$ cat src/rtl/oag_consts.vh
// constants for the operand address generator
`ifndef OAG_CONSTS_VH
`define OAG_CONSTS_VH
`define OAG_W             16
// instruction address source select
`define OAG_IA_SEQ        3'h0
`define OAG_IA_FAR        3'h1
`define OAG_IA_REL        3'h2
`define OAG_IA_REG        3'h3
`define OAG_IA_MEM16      3'h4
`define OAG_IA_MEM32      3'h5
// operand kind
`define OAG_OP_REG        2'h0
`define OAG_OP_IMM        2'h1
`define OAG_OP_IO         2'h2
`define OAG_OP_MEM        2'h3
// memory mode field bits: [4:3] class, [2:0] register pair
`define OAG_MM_DIRECT     2'h0
`define OAG_MM_INDIR      2'h1
`define OAG_MM_DISP8      2'h2
`define OAG_MM_DISP16     2'h3
// register pair codes under indirect/displacement classes
`define OAG_RP_BW_IX      3'h0
`define OAG_RP_BW_IY      3'h1
`define OAG_RP_BP_IX      3'h2
`define OAG_RP_BP_IY      3'h3
`define OAG_RP_IX         3'h4
`define OAG_RP_IY         3'h5
`define OAG_RP_BP         3'h6
`define OAG_RP_BW         3'h7
// segment codes
`define OAG_SEG_DS1       2'h0
`define OAG_SEG_PS        2'h1
`define OAG_SEG_SS        2'h2
`define OAG_SEG_DS0       2'h3
// register file indices
`define OAG_R_AW          3'h0
`define OAG_R_CW          3'h1
`define OAG_R_DW          3'h2
`define OAG_R_BW          3'h3
`define OAG_R_SP          3'h4
`define OAG_R_BP          3'h5
`define OAG_R_IX          3'h6
`define OAG_R_IY          3'h7
`define OAG_RESET_PC      16'h0000
`define OAG_RESET_PS      16'hFFFF
`define OAG_IO_LOW_MASK   16'h00FF
`endif

$ cat src/rtl/oag_ea_calc.v
// effective address adder for memory operand modes
`timescale 1ns/1ps
module oag_ea_calc
(
    mode,
    disp,
    base_word_reg,
    base_pointer_reg,
    source_index_reg,
    dest_index_reg,
    ea,
    uses_bp
);
`include "oag_consts.vh"
    input  wire [4:0]  mode;
    input  wire [15:0] disp;
    input  wire [15:0] base_word_reg;
    input  wire [15:0] base_pointer_reg;
    input  wire [15:0] source_index_reg;
    input  wire [15:0] dest_index_reg;
    output reg  [15:0] ea;
    output reg         uses_bp;

    reg [15:0] base;
    reg [15:0] index;
    reg [15:0] sdisp;
    reg [16:0] wide;

    always @*
    begin
        base    = 16'h0000;
        index   = 16'h0000;
        uses_bp = 1'b0;
        sdisp   = 16'h0000;
        wide    = 17'h0_0000;
        ea      = 16'h0000;
        case (mode[4:3])
            `OAG_MM_DISP8:  sdisp = {{8{disp[7]}}, disp[7:0]};
            `OAG_MM_DISP16: sdisp = disp;
            default:        sdisp = 16'h0000;
        endcase
        case (mode[2:0])
            `OAG_RP_BW_IX:
            begin
                base  = base_word_reg;
                index = source_index_reg;
            end
            `OAG_RP_BW_IY:
            begin
                base  = base_word_reg;
                index = dest_index_reg;
            end
            `OAG_RP_BP_IX:
            begin
                base    = base_pointer_reg;
                index   = source_index_reg;
                uses_bp = 1'b1;
            end
            `OAG_RP_BP_IY:
            begin
                base    = base_pointer_reg;
                index   = dest_index_reg;
                uses_bp = 1'b1;
            end
            `OAG_RP_IX:  index = source_index_reg;
            `OAG_RP_IY:  index = dest_index_reg;
            `OAG_RP_BP:
            begin
                base    = base_pointer_reg;
                uses_bp = 1'b1;
            end
            default:     base = base_word_reg;
        endcase
        if (mode[4:3] == `OAG_MM_DIRECT)
        begin
            // direct mode: the instruction word is the offset
            ea      = disp;
            uses_bp = 1'b0;
        end
        else
        begin
            wide = {1'b0, base} + {1'b0, index} + {1'b0, sdisp};
            ea   = wide[15:0];
        end
    end
endmodule // oag_ea_calc

$ cat src/rtl/oag_addr_gen.v
// instruction and operand address generation for the core
`timescale 1ns/1ps
// Overview of operation
// - advance instruction address after each fetch
// - far direct loads segment and counter
// - relative branch adds displacement to next
// - register indirect copies selected word register
// - memory indirect loads counter, optionally segment
// - register field selects word, byte, segment
// - immediates read only, never destination
// - eight-bit port limited to low 256
// - data word register reaches full io space
// - five-bit mode field gives 16-bit offset
// - direct mode uses instruction word offset
// - indirect mode uses base, index or their sum
// - based mode adds sign-extended displacement
// - base pointer defaults to stack segment
// - indexed mode adds sign-extended displacement
// - based-indexed sums base, index, displacement
// - override prefix replaces default segment
module oag_addr_gen
(
    clk,
    srst,
    fetch_ack,
    fetch_word,
    ia_load,
    ia_sel,
    ia_imm,
    ia_seg_imm,
    rel_long,
    next_ia,
    mem_lo,
    mem_hi,
    reg_sel,
    byte_op,
    wr_en,
    wr_data,
    sreg_sel,
    sreg_wr,
    op_kind,
    op_is_dest,
    mode,
    disp,
    imm,
    imm_word,
    io_from_dw,
    seg_ovr_valid,
    seg_ovr,
    pc_ff_out,
    ps_out,
    reg_data,
    sreg_data,
    op_offset,
    op_seg,
    op_seg_base,
    imm_data,
    io_addr,
    op_err
);
`include "oag_consts.vh"
    input  wire        clk;
    input  wire        srst;
    input  wire        fetch_ack;
    input  wire        fetch_word;
    input  wire        ia_load;
    input  wire [2:0]  ia_sel;
    input  wire [15:0] ia_imm;
    input  wire [15:0] ia_seg_imm;
    input  wire        rel_long;
    input  wire [15:0] next_ia;
    input  wire [15:0] mem_lo;
    input  wire [15:0] mem_hi;
    input  wire [2:0]  reg_sel;
    input  wire        byte_op;
    input  wire        wr_en;
    input  wire [15:0] wr_data;
    input  wire [1:0]  sreg_sel;
    input  wire        sreg_wr;
    input  wire [1:0]  op_kind;
    input  wire        op_is_dest;
    input  wire [4:0]  mode;
    input  wire [15:0] disp;
    input  wire [15:0] imm;
    input  wire        imm_word;
    input  wire        io_from_dw;
    input  wire        seg_ovr_valid;
    input  wire [1:0]  seg_ovr;
    output wire [15:0] pc_ff_out;
    output wire [15:0] ps_out;
    output reg  [15:0] reg_data;
    output reg  [15:0] sreg_data;
    output reg  [15:0] op_offset;
    output reg  [1:0]  op_seg;
    output reg  [15:0] op_seg_base;
    output reg  [15:0] imm_data;
    output reg  [15:0] io_addr;
    output reg         op_err;

    reg  [15:0] gpr_ff [0:7];
    reg  [15:0] seg_ff [0:3];
    reg  [15:0] pc_ff;
    reg  [15:0] nxt_pc;
    reg  [15:0] nxt_ps;
    reg  [15:0] rel_disp;
    reg  [15:0] word_sel;
    reg  [7:0]  byte_sel;
    reg  [1:0]  nxt_seg;
    reg  [15:0] nxt_off;
    reg  [15:0] nxt_imm;
    reg  [15:0] nxt_io;
    reg         nxt_err;
    reg  [15:0] nxt_rd;
    reg  [15:0] nxt_srd;
    wire [15:0] ea;
    wire        uses_bp;
    integer     i;

    assign pc_ff_out = pc_ff;
    assign ps_out    = seg_ff[`OAG_SEG_PS];

    oag_ea_calc u_ea
    (
        .mode             (mode),
        .disp             (disp),
        .base_word_reg    (gpr_ff[`OAG_R_BW]),
        .base_pointer_reg (gpr_ff[`OAG_R_BP]),
        .source_index_reg (gpr_ff[`OAG_R_IX]),
        .dest_index_reg   (gpr_ff[`OAG_R_IY]),
        .ea               (ea),
        .uses_bp          (uses_bp)
    );

    // instruction address selection
    always @*
    begin
        nxt_pc   = pc_ff;
        nxt_ps   = seg_ff[`OAG_SEG_PS];
        rel_disp = rel_long ? ia_imm : {{8{ia_imm[7]}}, ia_imm[7:0]};
        if (ia_load)
        begin
            case (ia_sel)
                `OAG_IA_FAR:
                begin
                    nxt_pc = ia_imm;
                    nxt_ps = ia_seg_imm;
                end
                `OAG_IA_REL:   nxt_pc = next_ia + rel_disp;
                `OAG_IA_REG:   nxt_pc = gpr_ff[reg_sel];
                `OAG_IA_MEM16: nxt_pc = mem_lo;
                `OAG_IA_MEM32:
                begin
                    nxt_pc = mem_lo;
                    nxt_ps = mem_hi;
                end
                default:       nxt_pc = pc_ff;
            endcase
        end
        else if (fetch_ack)
        begin
            // a branch load takes priority over the sequential step
            nxt_pc = pc_ff + (fetch_word ? 16'h0002 : 16'h0001);
        end
    end

    // register field decode: word or byte half
    always @*
    begin
        word_sel = gpr_ff[reg_sel];
        // byte codes 0-3 low halves, 4-7 high halves of aw..bw
        byte_sel = reg_sel[2] ? gpr_ff[{1'b0, reg_sel[1:0]}][15:8]
                              : gpr_ff[{1'b0, reg_sel[1:0]}][7:0];
        nxt_rd   = byte_op ? {8'h00, byte_sel} : word_sel;
        nxt_srd  = seg_ff[sreg_sel];
    end

    // operand address decode
    always @*
    begin
        nxt_imm = imm_word ? imm : {8'h00, imm[7:0]};
        nxt_err = (op_kind == `OAG_OP_IMM) && op_is_dest;
        nxt_io  = io_from_dw ? gpr_ff[`OAG_R_DW]
                             : (imm & `OAG_IO_LOW_MASK);
        nxt_off = ea;
        if (seg_ovr_valid)
            nxt_seg = seg_ovr;
        else if (uses_bp)
            nxt_seg = `OAG_SEG_SS;
        else
            nxt_seg = `OAG_SEG_DS0;
    end

    always @(posedge clk)
    begin
        if (srst)
        begin
            pc_ff       <= `OAG_RESET_PC;
            reg_data    <= 16'h0000;
            sreg_data   <= 16'h0000;
            op_offset   <= 16'h0000;
            op_seg      <= `OAG_SEG_DS0;
            op_seg_base <= 16'h0000;
            imm_data    <= 16'h0000;
            io_addr     <= 16'h0000;
            op_err      <= 1'b0;
            for (i = 0; i < 8; i = i + 1)
                gpr_ff[i] <= 16'h0000;
            seg_ff[`OAG_SEG_DS1] <= 16'h0000;
            seg_ff[`OAG_SEG_SS]  <= 16'h0000;
            seg_ff[`OAG_SEG_DS0] <= 16'h0000;
            seg_ff[`OAG_SEG_PS]  <= `OAG_RESET_PS;
        end
        else
        begin
            pc_ff       <= nxt_pc;
            reg_data    <= nxt_rd;
            sreg_data   <= nxt_srd;
            op_offset   <= nxt_off;
            op_seg      <= nxt_seg;
            op_seg_base <= seg_ff[nxt_seg];
            imm_data    <= nxt_imm;
            io_addr     <= nxt_io;
            op_err      <= nxt_err;
            // immediate kind never writes back
            if (wr_en && !(op_kind == `OAG_OP_IMM))
            begin
                if (!byte_op)
                    gpr_ff[reg_sel] <= wr_data;
                else if (reg_sel[2])
                    gpr_ff[{1'b0, reg_sel[1:0]}][15:8] <= wr_data[7:0];
                else
                    gpr_ff[{1'b0, reg_sel[1:0]}][7:0] <= wr_data[7:0];
            end
            // a branch segment load wins over a software segment write
            if (sreg_wr && sreg_sel != `OAG_SEG_PS)
                seg_ff[sreg_sel] <= wr_data;
            else if (sreg_wr && !ia_load)
                seg_ff[`OAG_SEG_PS] <= wr_data;
            if (ia_load)
                seg_ff[`OAG_SEG_PS] <= nxt_ps;
        end
    end
endmodule // oag_addr_gen

$ cat config.mk
export PLATFORM = sky130hd
export DESIGN_NAME = oag_addr_gen
export DESIGN_NICKNAME = d
export VERILOG_FILES = /design/src/rtl/oag_ea_calc.v /design/src/rtl/oag_addr_gen.v
export VERILOG_INCLUDE_DIRS = /design/src /design/src/rtl
export SDC_FILE = /design/constraint.sdc
export NUM_CORES = 1
export LEC_CHECK = 0
export BUFFER_PORTS_ARGS = -buffer_cell sky130_fd_sc_hd__clkbuf_2
export CAP_MARGIN = 25
export CORE_ASPECT_RATIO = 0.6
export CORE_MARGIN = 4
export CORE_UTILIZATION = 53
export CTS_CLUSTER_DIAMETER = 40
export DETAILED_ROUTE_END_ITERATION = 12
export GPL_TIMING_DRIVEN = 1
export PLACE_DENSITY = 0.76
export SYNTH_ARGS = -nofsm -noshare
export SYNTH_HDL_FRONTEND = slang
export SYNTH_HIERARCHICAL = 1
export SYNTH_SLANG_ARGS = --single-unit
$ cat constraint.sdc
create_clock -name clk -period 3.9 [get_ports clk]
set_input_delay 0 -clock clk [delete_from_list [all_inputs] [get_ports clk]]
set_output_delay 0 -clock clk [all_outputs]
set_load 0.05 [all_outputs]
# After elaboration in Yosys (flattened, before gate mapping)

Memories as Yosys holds them, arrays and structs flattened. A register that Yosys moved wholly into a read port is not among the register bits.
Index checks and enable logic that the tools add are counted.

Add/sub/neg operators: 4
$mul: 0
Div/mod/pow operators: 0
Order comparisons: 0
Equality and inequality tests: 16
Shifts and indexed selects: 0
Multiplexer cells: 55
Bitwise gates (word level): 4
Reduce and logical (&&, ||, !) cells: 21

Operators with widths:

| cell                                                                     | count |
|---|---|
| 16-bit 2-to-1 mux                                                        | 10 |
| 16-bit one-hot mux with 2 select lines                                   | 4 |
| 16-bit one-hot mux with 4 select lines                                   | 1 |
| 16-bit adder                                                             | 3 |
| 16-bit OR reduction                                                      | 3 |
| 1-bit 2-to-1 mux                                                         | 31 |
| 8-bit 2-to-1 mux                                                         | 3 |
| 16-bit by 2-bit adder with 16-bit output                                 | 1 |
| 3-bit == test (second input constant)                                    | 5 |
| 3-bit by 2-bit == test with 1-bit output (second input constant)         | 4 |
| 2-bit OR reduction                                                       | 5 |
| 3-bit OR reduction                                                       | 3 |
| 2-bit 2-to-1 mux                                                         | 4 |
| 3-bit by 1-bit == test with 1-bit output (second input constant)         | 2 |
| 3-bit 2-to-1 mux                                                         | 2 |
| 5-bit by 2-bit inequality test with 1-bit output (second input constant) | 1 |
| 2-bit == test (second input constant)                                    | 2 |
| 1-bit logical AND                                                        | 4 |
| 3-bit zero test                                                          | 1 |
| 2-bit by 1-bit == test with 1-bit output (second input constant)         | 1 |
| 1-bit zero test                                                          | 2 |
| 2-bit zero test                                                          | 1 |
| 2-bit by 1-bit inequality test with 1-bit output (second input constant) | 1 |
| 1-bit NOT                                                                | 2 |
| other kinds (3)                                                          | 4 |

Bits in registers: 83
Bits in latches: 0
RAM bits: 192
ROM bits: 0
Input bits: 158
Output and inout bits: 131
Logic and storage cells: 112
Memories kept: 2

Memories:

| memory | depth | bits a word | rd ports | clocked after memory_dff | write ports | line               | source |
|---|---|---|---|---|---|---|---|
| gpr_ff | 8     | 16          | 7        | 0                        | 8           | oag_addr_gen.v:100 | `reg [15:0] gpr_ff [0:7];` |
| seg_ff | 4     | 16          | 3        | 2                        | 4           | oag_addr_gen.v:101 | `reg [15:0] seg_ff [0:3];` |

# Depth between registers and ports, before layout

Gate-level depths: netlist of run 1.

Word-level depth: 9
Gate-level depth with buffers: 19
Gate-level depth less buffers: 17

# Cells and area by module

Netlist of run 1, hierarchy kept.

Modules (own cells, without submodules):

| module       | instances | cells an instance | area each (um^2) | seq. area each (um^2) |
|---|---|---|---|---|
| oag_addr_gen | 1         | 1,209             | 14,687.8         | 8,067.7 |
| oag_ea_calc  | 1         | 297               | 1,943.1          | 0.0 |

# Worst setup path after synthesis of run 1

No wires, ideal clock.

Kind: input port to flip-flop
Start point: input port mode[1]
End point: register op_offset[11]
Library setup time: 66 ps
Data arrival time: 3,074 ps
Data required time: 3,834 ps
Setup slack: 760 ps
Stages: 16
Buffers on the path: 2
Cells stage by stage: clkbuf_1 -> nand2b_1 -> clkbuf_1 -> nand2_1 -> fa_1 -> inv_1 -> ha_1 -> inv_1 -> fa_1 -> nand2b_1 -> a21oi_1 -> a21o_1 -> a21oi_1 -> or4_1 -> nand3_1 -> nor2b_1

Cells in the longest elaborated chain, start to end: 6
Elaborated cells on any way between the ends: 16
Those cells by class: 2 x add/sub; 6 x eq/ne; 3 x mux; 5 x reduce/logical

RTL lines:

| item                                                                      | line               | source |
|---|---|---|
| from (decl)                                                               | oag_addr_gen.v:82  | `input wire [4:0] mode;` |
| 3-bit == test (tied with other cells)                                     | oag_ea_calc.v:42   | `case (mode[2:0])` |
| 3-bit OR reduction (no line) / 2-bit OR reduction (equally long branches) | -                  |  |
| 16-bit one-hot mux with 2 select lines                                    | oag_ea_calc.v:42   |  |
| 16-bit adder (*) (2 in series)                                            | oag_ea_calc.v:82   | `wide = {1'b0, base} + {1'b0, index} + {1'b0, sdisp};` |
| 16-bit 2-to-1 mux (*)                                                     | oag_ea_calc.v:74   | `` if (mode[4:3] == `OAG_MM_DIRECT) `` |
| named net ea[11]                                                          | oag_addr_gen.v:115 | `wire [15:0] ea;` |
| to (signal assigned)                                                      | oag_addr_gen.v:218 | `op_offset <= nxt_off;` |
| to (decl)                                                                 | oag_addr_gen.v:93  | `output reg [15:0] op_offset;` |

The timed path passes the listed nets; every way through them passes the cells marked *.
A chain may end at the register's enable or synchronous reset.

==> results of run 1 <==
final timing paths:
check / start / to / slack (ns) / cells past startpoint
worst max-delay path: gpr_ff[7][1] / op_offset[11] / 0.38 / 14
worst min-delay path: seg_ovr[0] / op_seg[0] / 0.02 / 5
worst min register to register: gpr_ff[2][8] / io_addr[8] / 0.50 / 1
worst max register to register: gpr_ff[7][1] / op_offset[11] / 0.38 / 14
sequential cells by signal, indices dropped and copies added, names as in the netlist:
signal and cells:
gpr_ff 128, imm_data 16, io_addr 16, op_err 1, op_offset 16, op_seg 2
op_seg_base 16, pc_ff_out 16, reg_data 16, seg_ff 64, sreg_data 16
worst max-delay path, stage by stage (launching register included):
cell                       delay, ns
sky130_fd_sc_hd__edfxtp_1       0.39
sky130_fd_sc_hd__mux2_2         0.29
sky130_fd_sc_hd__nand2_1        0.09
sky130_fd_sc_hd__fa_1           0.41
sky130_fd_sc_hd__inv_1          0.07
sky130_fd_sc_hd__ha_1           0.18
sky130_fd_sc_hd__inv_1          0.07
sky130_fd_sc_hd__fa_1           0.45
sky130_fd_sc_hd__nand2b_1       0.19
sky130_fd_sc_hd__a21oi_1        0.28
sky130_fd_sc_hd__a21o_1         0.30
sky130_fd_sc_hd__a21oi_1        0.12
sky130_fd_sc_hd__or4_1          0.42
sky130_fd_sc_hd__nand3_1        0.09
sky130_fd_sc_hd__nor2b_1        0.11
layout by cell type (no fill, tap or decap), types with 44 or more instances in the layout:
cell                            Yosys  layout
sky130_fd_sc_hd__nand2_1          154     154
sky130_fd_sc_hd__inv_1             44      44
sky130_fd_sc_hd__and2_1           116     116
sky130_fd_sc_hd__nor2b_1           71      71
sky130_fd_sc_hd__a21oi_1           62      62
sky130_fd_sc_hd__mux4_2            57      57
sky130_fd_sc_hd__dfxtp_1          115     115
sky130_fd_sc_hd__nor2_1           149     149
sky130_fd_sc_hd__dlygate4sd3_1      0     115
sky130_fd_sc_hd__edfxtp_1         192     192
sky130_fd_sc_hd__clkbuf_2           0     287
layout make-up:
class	instances	area share
clock buffers	43	0.0441
clock inverters	13	0.0111
inverters	45	0.00816
multi-input cells	1065	0.384
flip-flops and latches	307	0.390
well taps	408	0.0247
repair buffers	433	0.138
cell families (layout without fill, tap and decap cells):
family,Yosys count,count (layout),synth area share
and+or+nand+nor,642,642,0.197
adders and majority gates,49,49,0.0450
xor gates and xnor gates,18,18,0.0103
buffers and inverters,134,534,0.0372
DFF,307,307,0.485
AOI/OAI and AO/OA,223,223,0.0867
muxes,133,133,0.139
where the power goes:
part	switching (mW)	internal, mW	total, mW
Sequential	0.163	3.71	3.87
Clock	1.27	2.03	3.30
Combinational	1.42	0.802	2.22
Total	2.85	6.53	9.38
per-layer routing:
layer	track usage	part of all wire	routed length, µm
met5	0	0	0
met4	0.0767	0.026	1430
met3	0.118	0.14	7720
met2	0.441	0.42	23400
met1	0.456	0.41	22700
what timing repair did:
item / in CTS / in global routing
hold buffers: 115 / 0
setup endpoints to repair: 0 / 0
endpoints found under the hold margin: 108 / 0
==> impl_summary.md, run 1 <==
Global routing
The first global-routing pass estimated 83.1 mm of wire. In the global route stage, overall resource usage came out at 0.312. The sum of overflow across all layers after global routing is 0. The initial antenna violation count is 0.

The number of global-route vias before repair is 13643. Entering global routing, the biggest net connects 118 pins.

Floorplanning
The floorplan has 49 rows. The die area is 34400 µm². From bottom edge to top edge, the die measures 145 µm. In this run the standard cell core region covers 30400 µm². For this design the top-level I/O count stands at 289. Measured along the x axis, the die boundary spans 237 µm. The initial standard-cell utilization of the core is 0.547.

Synthesis
Each instance of the synthesized netlist takes up on average 11.0 µm². Sorting the synthesized cells by how often they occur yields sky130_fd_sc_hd__edfxtp_1, sky130_fd_sc_hd__nand2_1, sky130_fd_sc_hd__nor2_1. Counting flops and latches in the post-synthesis netlist gives 307. The largest total area in the synthesized netlist belongs to sky130_fd_sc_hd__edfxtp_1. Yosys mapped the design onto 78 distinct sky130hd cell types. The number of synthesized flops with an enable pin is 192.

For this run, the register share of the synthesized area comes to 0.485. Synthesis produced a netlist with a net count of 1713. The most instantiated flip-flop cell in the synthesis netlist is sky130_fd_sc_hd__edfxtp_1. Ranked by total cell area, the synthesized netlist is headed by sky130_fd_sc_hd__edfxtp_1, sky130_fd_sc_hd__dfxtp_1, sky130_fd_sc_hd__mux4_2. The mapped cell area is 16600 µm². The area share of the leading cell type in the synthesized netlist is 0.347.

The synthesis warning total is 6. Counting every instance in the synthesized netlist gives 1506. The share of synthesized registers carrying an async set or reset is 0. The most used standard cell by instance count after synthesis is sky130_fd_sc_hd__edfxtp_1.

Routing
The count of vias placed by the detailed router is 14079. The number of nets with antenna violations after routing is 0. For this run, the detailed router's first-pass iteration total came to 9. In the final routed layout, each cell accounts on average for 23.9 µm.

The first routing iteration left 1738 violations. Summed over all layers, the routed wires come to 55.3 mm. The total DRC errors in the routed layout is 0. Dividing the detail-routed via count by the number of cells gives 6.08.

STA
The total count of max-transition violations in the final report is 0. Setup repair after global routing left no endpoint under its margin. The transition time of the tightest slew-check pin is 1.04 ns. The shortest clock period the worst path allows after layout is 3.52 ns. Timing would allow up to 284 MHz. Headroom to the max-slew limit came out at 0.305. Setup violations remaining at the end of the flow were counted as 0. Dividing the final minimum period by the clock period gives 0.904. The final sum of negative setup slack is 0 ns. Across the routed clock network, the largest skew measured is 0.0135 ns. The worst hold margin is 0.0151 ns. The final-report hold violation count was 0. The minimum setup slack in the final design is 0.376 ns.

Clock network
Clock-pin slew was measured on the worst setup and hold paths at 0.07 ns. The clock net in this run drives a total of 307 sinks. Buffers inserted during clock tree synthesis total 30. Once the clock tree was built, the setup fixing pass inserted 0 buffers. TritonCTS built the clock tree. The cell at the root of the clock tree is sky130_fd_sc_hd__clkbuf_16. In this run the number of H-tree levels came out at 1. The clock passes through at most 3 buffers. Once the clock tree was built, the resizer swapped 0 gates to a different size. The clock latency at the later pin of the worst-skew pair is 0.58 ns.

Finish
Once layout is done, the placed cells without fillers occupy 20700 µm². Across the whole layout, storage elements account for 8070 µm². The area of the multi-input gates is 7950 µm².

The area overhead of the layout relative to synthesis is 24.5%. In the final design database the tool counted 2089 nets. The count of cells in the finished layout, fillers not included, comes to 2314. Once layout is complete, the utilization of the core stands at 0.681. The count of filler cells inserted in the layout is 2274. Of the cells placed in the final design, the portion with a size suffix greater than 1 is 0.249.

The repair_antennas step left the layout with diodes totalling 0.

Power
Dividing total power by cell area gives a power density of 453 nW/µm². For this design the static power due to leakage is 8.79 nW. The worst vdd rail ir drop is 402 µV. After layout, the design draws a total of 9.38 mW.

Critical path
STA puts the critical path data required time at 4.40 ns. The setup path with the least slack is of type flop to flop. STA classifies the critical path startpoint as a flop. STA classifies the critical path endpoint as a flop. In this run the worst path has a maximum fanout of 4. The arrival time of data at the critical path endpoint is 4.03 ns.

Placed design
Summed over all nets, the half-perimeter wirelength after detailed placement is 40.4 mm. OpenSTA, run right after detailed placement, puts the worst setup slack at 0.498 ns. The placed cell area is 18400 µm². At the end of routability-driven placement, the weighted congestion stood at 0.974. The post-placement cell count is 2141. The number of buffers added on ports is 288.

Run
Max-cap violations in this run came to 0.

Min path
In this run the worst hold path is classified as input pin to flop.

Outcome
The flow ran to the end, and the final reports show no timing, DRC or antenna violations.
No activity file was read; power rests on OpenSTA's default activity.
==> inputs of run 2 (changes only) <==
--- a/config.mk
+++ b/config.mk
@@ -11,10 +11,12 @@
 export CORE_ASPECT_RATIO = 0.6
 export CORE_MARGIN = 4
 export CORE_UTILIZATION = 53
+export CTS_BUF_LIST = sky130_fd_sc_hd__clkbuf_8
 export CTS_CLUSTER_DIAMETER = 40
 export DETAILED_ROUTE_END_ITERATION = 12
 export GPL_TIMING_DRIVEN = 1
 export PLACE_DENSITY = 0.76
+export SKIP_LAST_GASP = 1
 export SYNTH_ARGS = -nofsm -noshare
 export SYNTH_HDL_FRONTEND = slang
 export SYNTH_HIERARCHICAL = 1
==> impl_summary.md, run 2 (same netlist as run 1, synthesis figures left out) <==
STA
Hold timing on the final database bottoms out at a slack of 0.0258 ns. The maximum frequency from static timing analysis is 287 MHz. The total count of max-transition violations in the final report is 0.

Adding up every negative setup slack in the final design gives 0 ns. The final-report hold violation count is 0. Setup violations remaining at the end of the flow were counted as 0.

In this run the tightest slew margin relative to its limit is 0.311. Setup repair after global routing left no endpoint under its margin. The minimum setup slack in the final design is 0.410 ns. Subtracting the final worst setup slack from the clock period gives 3.49 ns.

The period utilization is 0.895. Across the routed clock network, the largest skew measured is 0.0369 ns. For the pin with the worst max-slew slack, the measured transition is 1.03 ns.

Clock network
No sink is reached through more buffers than the 3 on the longest clock path. Post-CTS repair changed the size of 0 cells. The number of setup buffers added after CTS is 0. The clock latency at the later pin of the worst-skew pair is 0.60 ns. The TritonCTS buffer count is 46.

Counting every sink on the clock net gives 307. The cell at the root of the clock tree is sky130_fd_sc_hd__clkbuf_8. After clock tree synthesis, the flow added hold-fix buffers numbering 124. The clock transition at the register clock pins on the worst setup and hold paths after CTS is 0.07 ns. The TritonCTS clock tree is yes.

The deepest level of the CTS H-tree is 2.

Global routing
The number of global-route vias before repair is 13816. The initial antenna violation count is 0. In the global route stage, overall resource usage came out at 0.313. Entering global routing, the biggest net connects 118 pins. The global-route wire length before repair is 83.4 mm.

Global routing finished with a remaining overflow of 0.

Critical path
The type of destination of the critical path is a flop. Data on the critical path arrives at its endpoint at 3.99 ns. The launching element type of the critical path is a flop. The required time at the endpoint of the critical path is 4.40 ns.

The type of the worst setup path is flop to flop. The worst-path maximum fanout is 4.

Power
The total power of the final layout is 8.78 mW. The total power divided by cell area is 426 nW/µm². The leakage power is 8.81 nW. The worst vdd rail ir drop is 289 µV.

Floorplanning
Pin placement for this block handled 289 I/O pins. In this run the core area contains 49 standard-cell rows. The die boundary width is 237 µm. The initial utilization of the core area, before any placement, comes to 0.547. The floorplan core area is 30400 µm². The die is 145 µm tall. The floorplan step defined a die boundary enclosing 34400 µm².

Min path
The worst min-delay path category is input pin to flop.

Placed design
Summing all placed instances gives a cell area of 18400 µm². The congestion estimate from routability-driven global placement came to 0.974. Detailed placement finished with a half-perimeter wire length of 40.4 mm. The pre-CTS worst setup slack is 0.498 ns. The number of buffers added on ports is 288. The number of placed instances, taps included, is 2141.

Finish
The count of cells in the finished layout, fillers not included, comes to 2354. The summed area of non-filler cells in the final layout is 20600 µm². Counting flops per register, the top entry is gpr_ff. The end-of-flow core utilization is 0.677. The most frequent standard cell in the layout excluding fill and tap cells is sky130_fd_sc_hd__clkbuf_2. Of the cells placed in the final design, the portion with a size suffix greater than 1 is 0.252. The largest registers in the layout are gpr_ff x128, seg_ff x64.

The area growth from synthesis to layout is 23.8%. In the layout the commonest cells are sky130_fd_sc_hd__clkbuf_2, sky130_fd_sc_hd__edfxtp_1, sky130_fd_sc_hd__nand2_1, sky130_fd_sc_hd__nor2_1, sky130_fd_sc_hd__dlygate4sd3_1. After filler insertion, the fill cell instance count of the layout stands at 2316.

0 antenna diodes ended up in the layout. The register with the most flip-flops in the layout has 128 of them. The number of nets at the end of the flow is 2115.

Run
Across the run, the number of max-cap violations was 0.

Routing
The routed wire length is 55.7 mm. The first TritonRoute pass finished after 5 iterations. Dividing the detail-routed via count by the number of cells gives 5.99. Once detail routing completed, the nets flagged for antenna violations numbered 0. The count of vias placed by the detailed router is 14110. In the routed design, unresolved DRC markers number 0. The DRC marker count from the first detailed-route iteration is 1738. The post-detailed-route wirelength per cell is 23.7 µm.

Outcome
The flow ran to the end, and the final reports show no timing, DRC or antenna violations.
-- run 2: changes by cell type in the layout (fill, tap and decap cells not counted), moves of 2 or more --
| cell | delta |
|---|---|
| sky130_fd_sc_hd__clkbuf_8 | +47 |
| sky130_fd_sc_hd__clkbuf_16 | -33 |
| sky130_fd_sc_hd__inv_1 | +15 |
| sky130_fd_sc_hd__dlygate4sd3_1 | +9 |
| sky130_fd_sc_hd__clkinv_2 | +6 |
| sky130_fd_sc_hd__clkbuf_1 | -5 |
| sky130_fd_sc_hd__bufinv_16 | -4 |
| sky130_fd_sc_hd__clkinv_1 | +4 |
| sky130_fd_sc_hd__clkinv_4 | -2 |
-- run 2: area by class of cell --
type | count | area [µm²] | share of cell area
Clock buffer | 52 | 716 | 0.0347
Clock inverter | 34 | 209 | 0.0101
Inverter | 45 | 169 | 0.00820
Multi-Input combinational cell | 1065 | 7950 | 0.386
Sequential cell | 307 | 8070 | 0.392
Tap cell | 408 | 510 | 0.0248
Timing Repair Buffer | 443 | 2970 | 0.144
-- run 2: worst max-delay path: stages (launching register included) --
cell and delay (ns):
sky130_fd_sc_hd__edfxtp_1 0.38, sky130_fd_sc_hd__mux2_2 0.29, sky130_fd_sc_hd__nand2_1 0.09, sky130_fd_sc_hd__fa_1 0.41
sky130_fd_sc_hd__inv_1 0.06, sky130_fd_sc_hd__ha_1 0.18, sky130_fd_sc_hd__inv_1 0.07, sky130_fd_sc_hd__fa_1 0.45
sky130_fd_sc_hd__nand2b_1 0.18, sky130_fd_sc_hd__a21oi_1 0.27, sky130_fd_sc_hd__a21o_1 0.28, sky130_fd_sc_hd__a21oi_1 0.12
sky130_fd_sc_hd__or4_1 0.41, sky130_fd_sc_hd__nand3_1 0.09, sky130_fd_sc_hd__nor2b_1 0.11
-- run 2: power breakdown --
part           internal (mW)  switching (mW)  leakage [nW]
clock                   1.37            1.32         0.530
sequential              3.71           0.161          2.80
combinational          0.811            1.41          5.49
total                   5.89            2.89          8.81
-- run 2: final timing paths --
path	start	endpoint	slack, ns	depth (start not counted)
worst max-delay path	gpr_ff[6][1]	op_offset[11]	0.41	14
worst min-delay path	seg_ovr[0]	op_seg[0]	0.03	5
worst max register to register	gpr_ff[6][1]	op_offset[11]	0.41	14
worst min register to register	gpr_ff[2][8]	io_addr[8]	0.50	1
-- run 2: layer usage --
layer  vias to the layer above  share of wire  global-route usage  routed length [µm]
met3                       110           0.14               0.118                7570
li1                       6236              -                   -                   -
met1                      6898           0.42               0.457               23200
met4                         0          0.020              0.0662                1110
met5                         -              0                   0                   0
met2                       866           0.43               0.450               23800
==> inputs of run 3 (changes only) <==
--- a/config.mk
+++ b/config.mk
@@ -16,6 +16,8 @@
 export DETAILED_ROUTE_END_ITERATION = 12
 export GPL_TIMING_DRIVEN = 1
 export PLACE_DENSITY = 0.76
+export REMOVE_ABC_BUFFERS = 1
+export SKIP_CTS_REPAIR_TIMING = 1
 export SKIP_LAST_GASP = 1
 export SYNTH_ARGS = -nofsm -noshare
 export SYNTH_HDL_FRONTEND = slang
==> constraint.sdc (replaced) <==
create_clock -name clk -period 3.9 [get_ports clk]
set_input_delay 0.78 -clock clk [delete_from_list [all_inputs] [get_ports clk]]
set_output_delay 0.78 -clock clk [all_outputs]
set_load 0.05 [all_outputs]
==> impl_summary.md, run 3 (same netlist as run 1, synthesis figures left out) <==
Finish
In the final layout, the share of cells above drive strength 1 is 0.284. The area overhead of the layout relative to synthesis is 17.3%. The number of nets at the end of the flow is 2020. The register with the highest flop count is gpr_ff.

The number of antenna cells inserted is 0. For this run, the share of the core covered by cells in the final layout is 0.642. The flip-flop count of the largest register, all copies and words added is 128. With fillers left out, the area of the finished cells amounts to 19500 µm². In the final layout, the registers with the most flip-flops are gpr_ff x128, seg_ff x64. Leaving out fill and tap cells, the most frequent cells in the layout are sky130_fd_sc_hd__clkbuf_2, sky130_fd_sc_hd__edfxtp_1, sky130_fd_sc_hd__nand2_1, sky130_fd_sc_hd__nor2_1, sky130_fd_sc_hd__and2_1. Leaving out fill and tap cells, the most frequent cell in the layout is sky130_fd_sc_hd__clkbuf_2.

Critical path
The worst setup path is launched from a flop. The worst setup path is of the flop to flop kind. The worst register-to-register path has a setup slack of 0.38 ns. The required time at the endpoint of the critical path is 4.43 ns. The arrival time of data at the critical path endpoint is 4.05 ns.

Counting cells, the worst reg-to-reg path comes to 14. The worst-path maximum fanout is 4. The worst setup path is captured at a flop. The worst reg2reg path startpoint is gpr_ff[7][1].

The worst register-to-register path ends at op_offset[11].

STA
The transition time of the tightest slew-check pin is 1.06 ns. The total count of max-transition violations in the final report is 0. The final-report hold violation count was 0. Setup violations remaining at the end of the flow were counted as 0. Once routing completed, OpenROAD measured the worst setup slack at 0.379 ns.

The maximum frequency from static timing analysis is 284 MHz. For the final database, setup skew stands at 0.0389 ns. Setup repair after global routing left no endpoint under its margin. Counting I/O delays and the setup requirement, the final critical path takes 3.52 ns. Of the available clock period, the critical path in the final layout requires 0.903. In the final timing run, aggregate negative setup slack is 0 ns. The relative slew slack is 0.294.

Min path
The launch point of the worst hold path is imm[14]. The tightest min-delay check is of the input pin to flop type. The count of cells along the worst hold path is 2.

For hold timing, the worst endpoint is imm_data[14].

Floorplanning
The floorplan core area is 30400 µm². The floorplan step defined a die boundary enclosing 34400 µm². The die height is 145 µm. The die boundary width is 237 µm.

The floorplan has 49 rows. The initial standard-cell utilization of the core is 0.547. In this run the count of I/O pins placed on the die edge is 289.

Power
Of the total power, combinational logic draws 0.245. The switching component of the power is 2.87 mW. The cell internal power dissipation is 5.79 mW. Of the total power, registers draw 0.445. Of the total power, the clock network draws 0.310. The design draws 8.66 mW.

Of the total power, the share spent switching nets is 0.331. The total power divided by cell area is 444 nW/µm². The analysis attributes to cell leakage a power of 8.40 nW. Across the VDD grid, the largest voltage drop is 253 µV.

Routing
The count of vias placed by the detailed router is 13487. After detailed routing, the number of remaining DRC violations is 0. Summed over all layers, the routed wires come to 51.2 mm. In the routed layout, each cell is associated on average with a via count of 5.97. For this run, the detailed router's first-pass iteration total came to 5. The post-detailed-route wirelength per cell is 22.6 µm. The detailed router finished its first iteration with 1381 violations. The number of nets with antenna violations after routing is 0.

Global routing
Entering global routing, the biggest net connects 60 pins. The initial antenna violation count came to 2. Across every metal layer, demand over resource in global routing totals 0.290. The highest-utilization routing layer at the global route stage is met1. The number of global-route vias before repair is 13153. Global routing finished with a remaining overflow of 0. In the global route stage, met3 resource usage came out at 0.0901. In the global route stage, met2 resource usage came out at 0.419. The global-route wire length before repair is 77.8 mm. For this run, global-route usage on met1 was measured as 0.432.

Placed design
Before CTS, the worst setup slack after placement is -0.109 ns. The placed cell area is 18600 µm². The half-perimeter wire length after detailed placement is 38.6 mm. The congestion estimate from routability-driven global placement came to 0.943. The number of buffers added on ports is 288.

Clock network
In this run the deepest clock path goes through 3 buffers. In this run the clock root is driven by a sky130_fd_sc_hd__clkbuf_8. The clock latency at the later pin of the worst-skew pair is 0.62 ns. TritonCTS created 47 clock buffers. The deepest level of the CTS H-tree is 2. Clock-pin slew was measured on the worst setup and hold paths at 0.07 ns. Counting every sink on the clock net gives 307.

TritonCTS built the clock tree.

Run
The max-cap check violation count is 0.

Outcome
The flow ran to the end, and the final reports show no timing, DRC or antenna violations.
run 3: changes by cell type in the layout (fill, tap and decap cells not counted), moves of 2 or more:
cell | previous run | this run
sky130_fd_sc_hd__clkinvlp_4 | 1 | 3
sky130_fd_sc_hd__dlygate4sd3_1 | 124 | 0
sky130_fd_sc_hd__buf_12 | 2 | 0
sky130_fd_sc_hd__clkinv_1 | 9 | 6
sky130_fd_sc_hd__inv_1 | 59 | 57
sky130_fd_sc_hd__clkbuf_8 | 52 | 56
sky130_fd_sc_hd__inv_8 | 0 | 2
sky130_fd_sc_hd__bufinv_16 | 2 | 0
sky130_fd_sc_hd__clkinv_4 | 0 | 2
sky130_fd_sc_hd__buf_4 | 28 | 60
run 3: routing by layer:
layer | share of wire | routed length (µm)
met1 | 0.43 | 22000
met2 | 0.42 | 21700
met3 | 0.13 | 6480
met4 | 0.018 | 943
met5 | 0.00063 | 32
run 3: how the worst max path moves through the flow:
stage / slack, ns / depth (start not counted) / start / to
final: 0.38 / 14 / gpr_ff[7][1] / op_offset[11]
after global routing: 0.15 / 14 / gpr_ff[7][1] / op_offset[11]
after CTS: 0.44 / 14 / gpr_ff[7][1] / op_offset[11]
after detailed placement: -0.11 / 15 / mode[0] / op_offset[11]
after global placement: -0.05 / 15 / mode[0] / op_offset[11]
after floorplan: 0.12 / 17 / mode[2] / op_offset[11]
run 3: final cells by class:
type                       count  area [µm²]
timing repair buffer         347        1890
clock inverter                31         164
tap                          408         510
multi-input combinational   1065        7950
inverter                      45         169
fill                        2496       10900
sequential                   307        8070
clock buffer                  56         771
run 3: stage by stage:
| step | cells | hold slack (ns) |
|---|---|---|
| final | 2259 | 0.375 |
| after global routing | 2259 | 0.373 |
| after CTS | 2259 | 0.348 |
| after detailed placement | 2172 | 0.473 |
| after global placement | 2172 | 0.475 |
| after floorplan | 1417 | 0.442 |
run 3: power groups by stage:
stage	Sequential [mW]	Clock, mW	Combinational, mW
after floorplan	4.32	0	0.936
after global placement	3.91	0	2.06
after detailed placement	3.92	0	2.09
after CTS	3.85	2.71	2.10
after global routing	3.88	2.87	2.27
final	3.86	2.68	2.12
run 3: critical path, cell delays in order (launching register included):
cell and delay [ns]:
sky130_fd_sc_hd__edfxtp_1 0.46, sky130_fd_sc_hd__mux2_2 0.31, sky130_fd_sc_hd__nand2_1 0.09, sky130_fd_sc_hd__fa_1 0.42, sky130_fd_sc_hd__inv_1 0.06, sky130_fd_sc_hd__ha_1 0.18, sky130_fd_sc_hd__inv_1 0.07, sky130_fd_sc_hd__fa_1 0.43
sky130_fd_sc_hd__nand2b_1 0.17, sky130_fd_sc_hd__a21oi_1 0.25, sky130_fd_sc_hd__a21o_1 0.25, sky130_fd_sc_hd__a21oi_1 0.11, sky130_fd_sc_hd__or4_1 0.41, sky130_fd_sc_hd__nand3_1 0.09, sky130_fd_sc_hd__nor2b_1 0.12
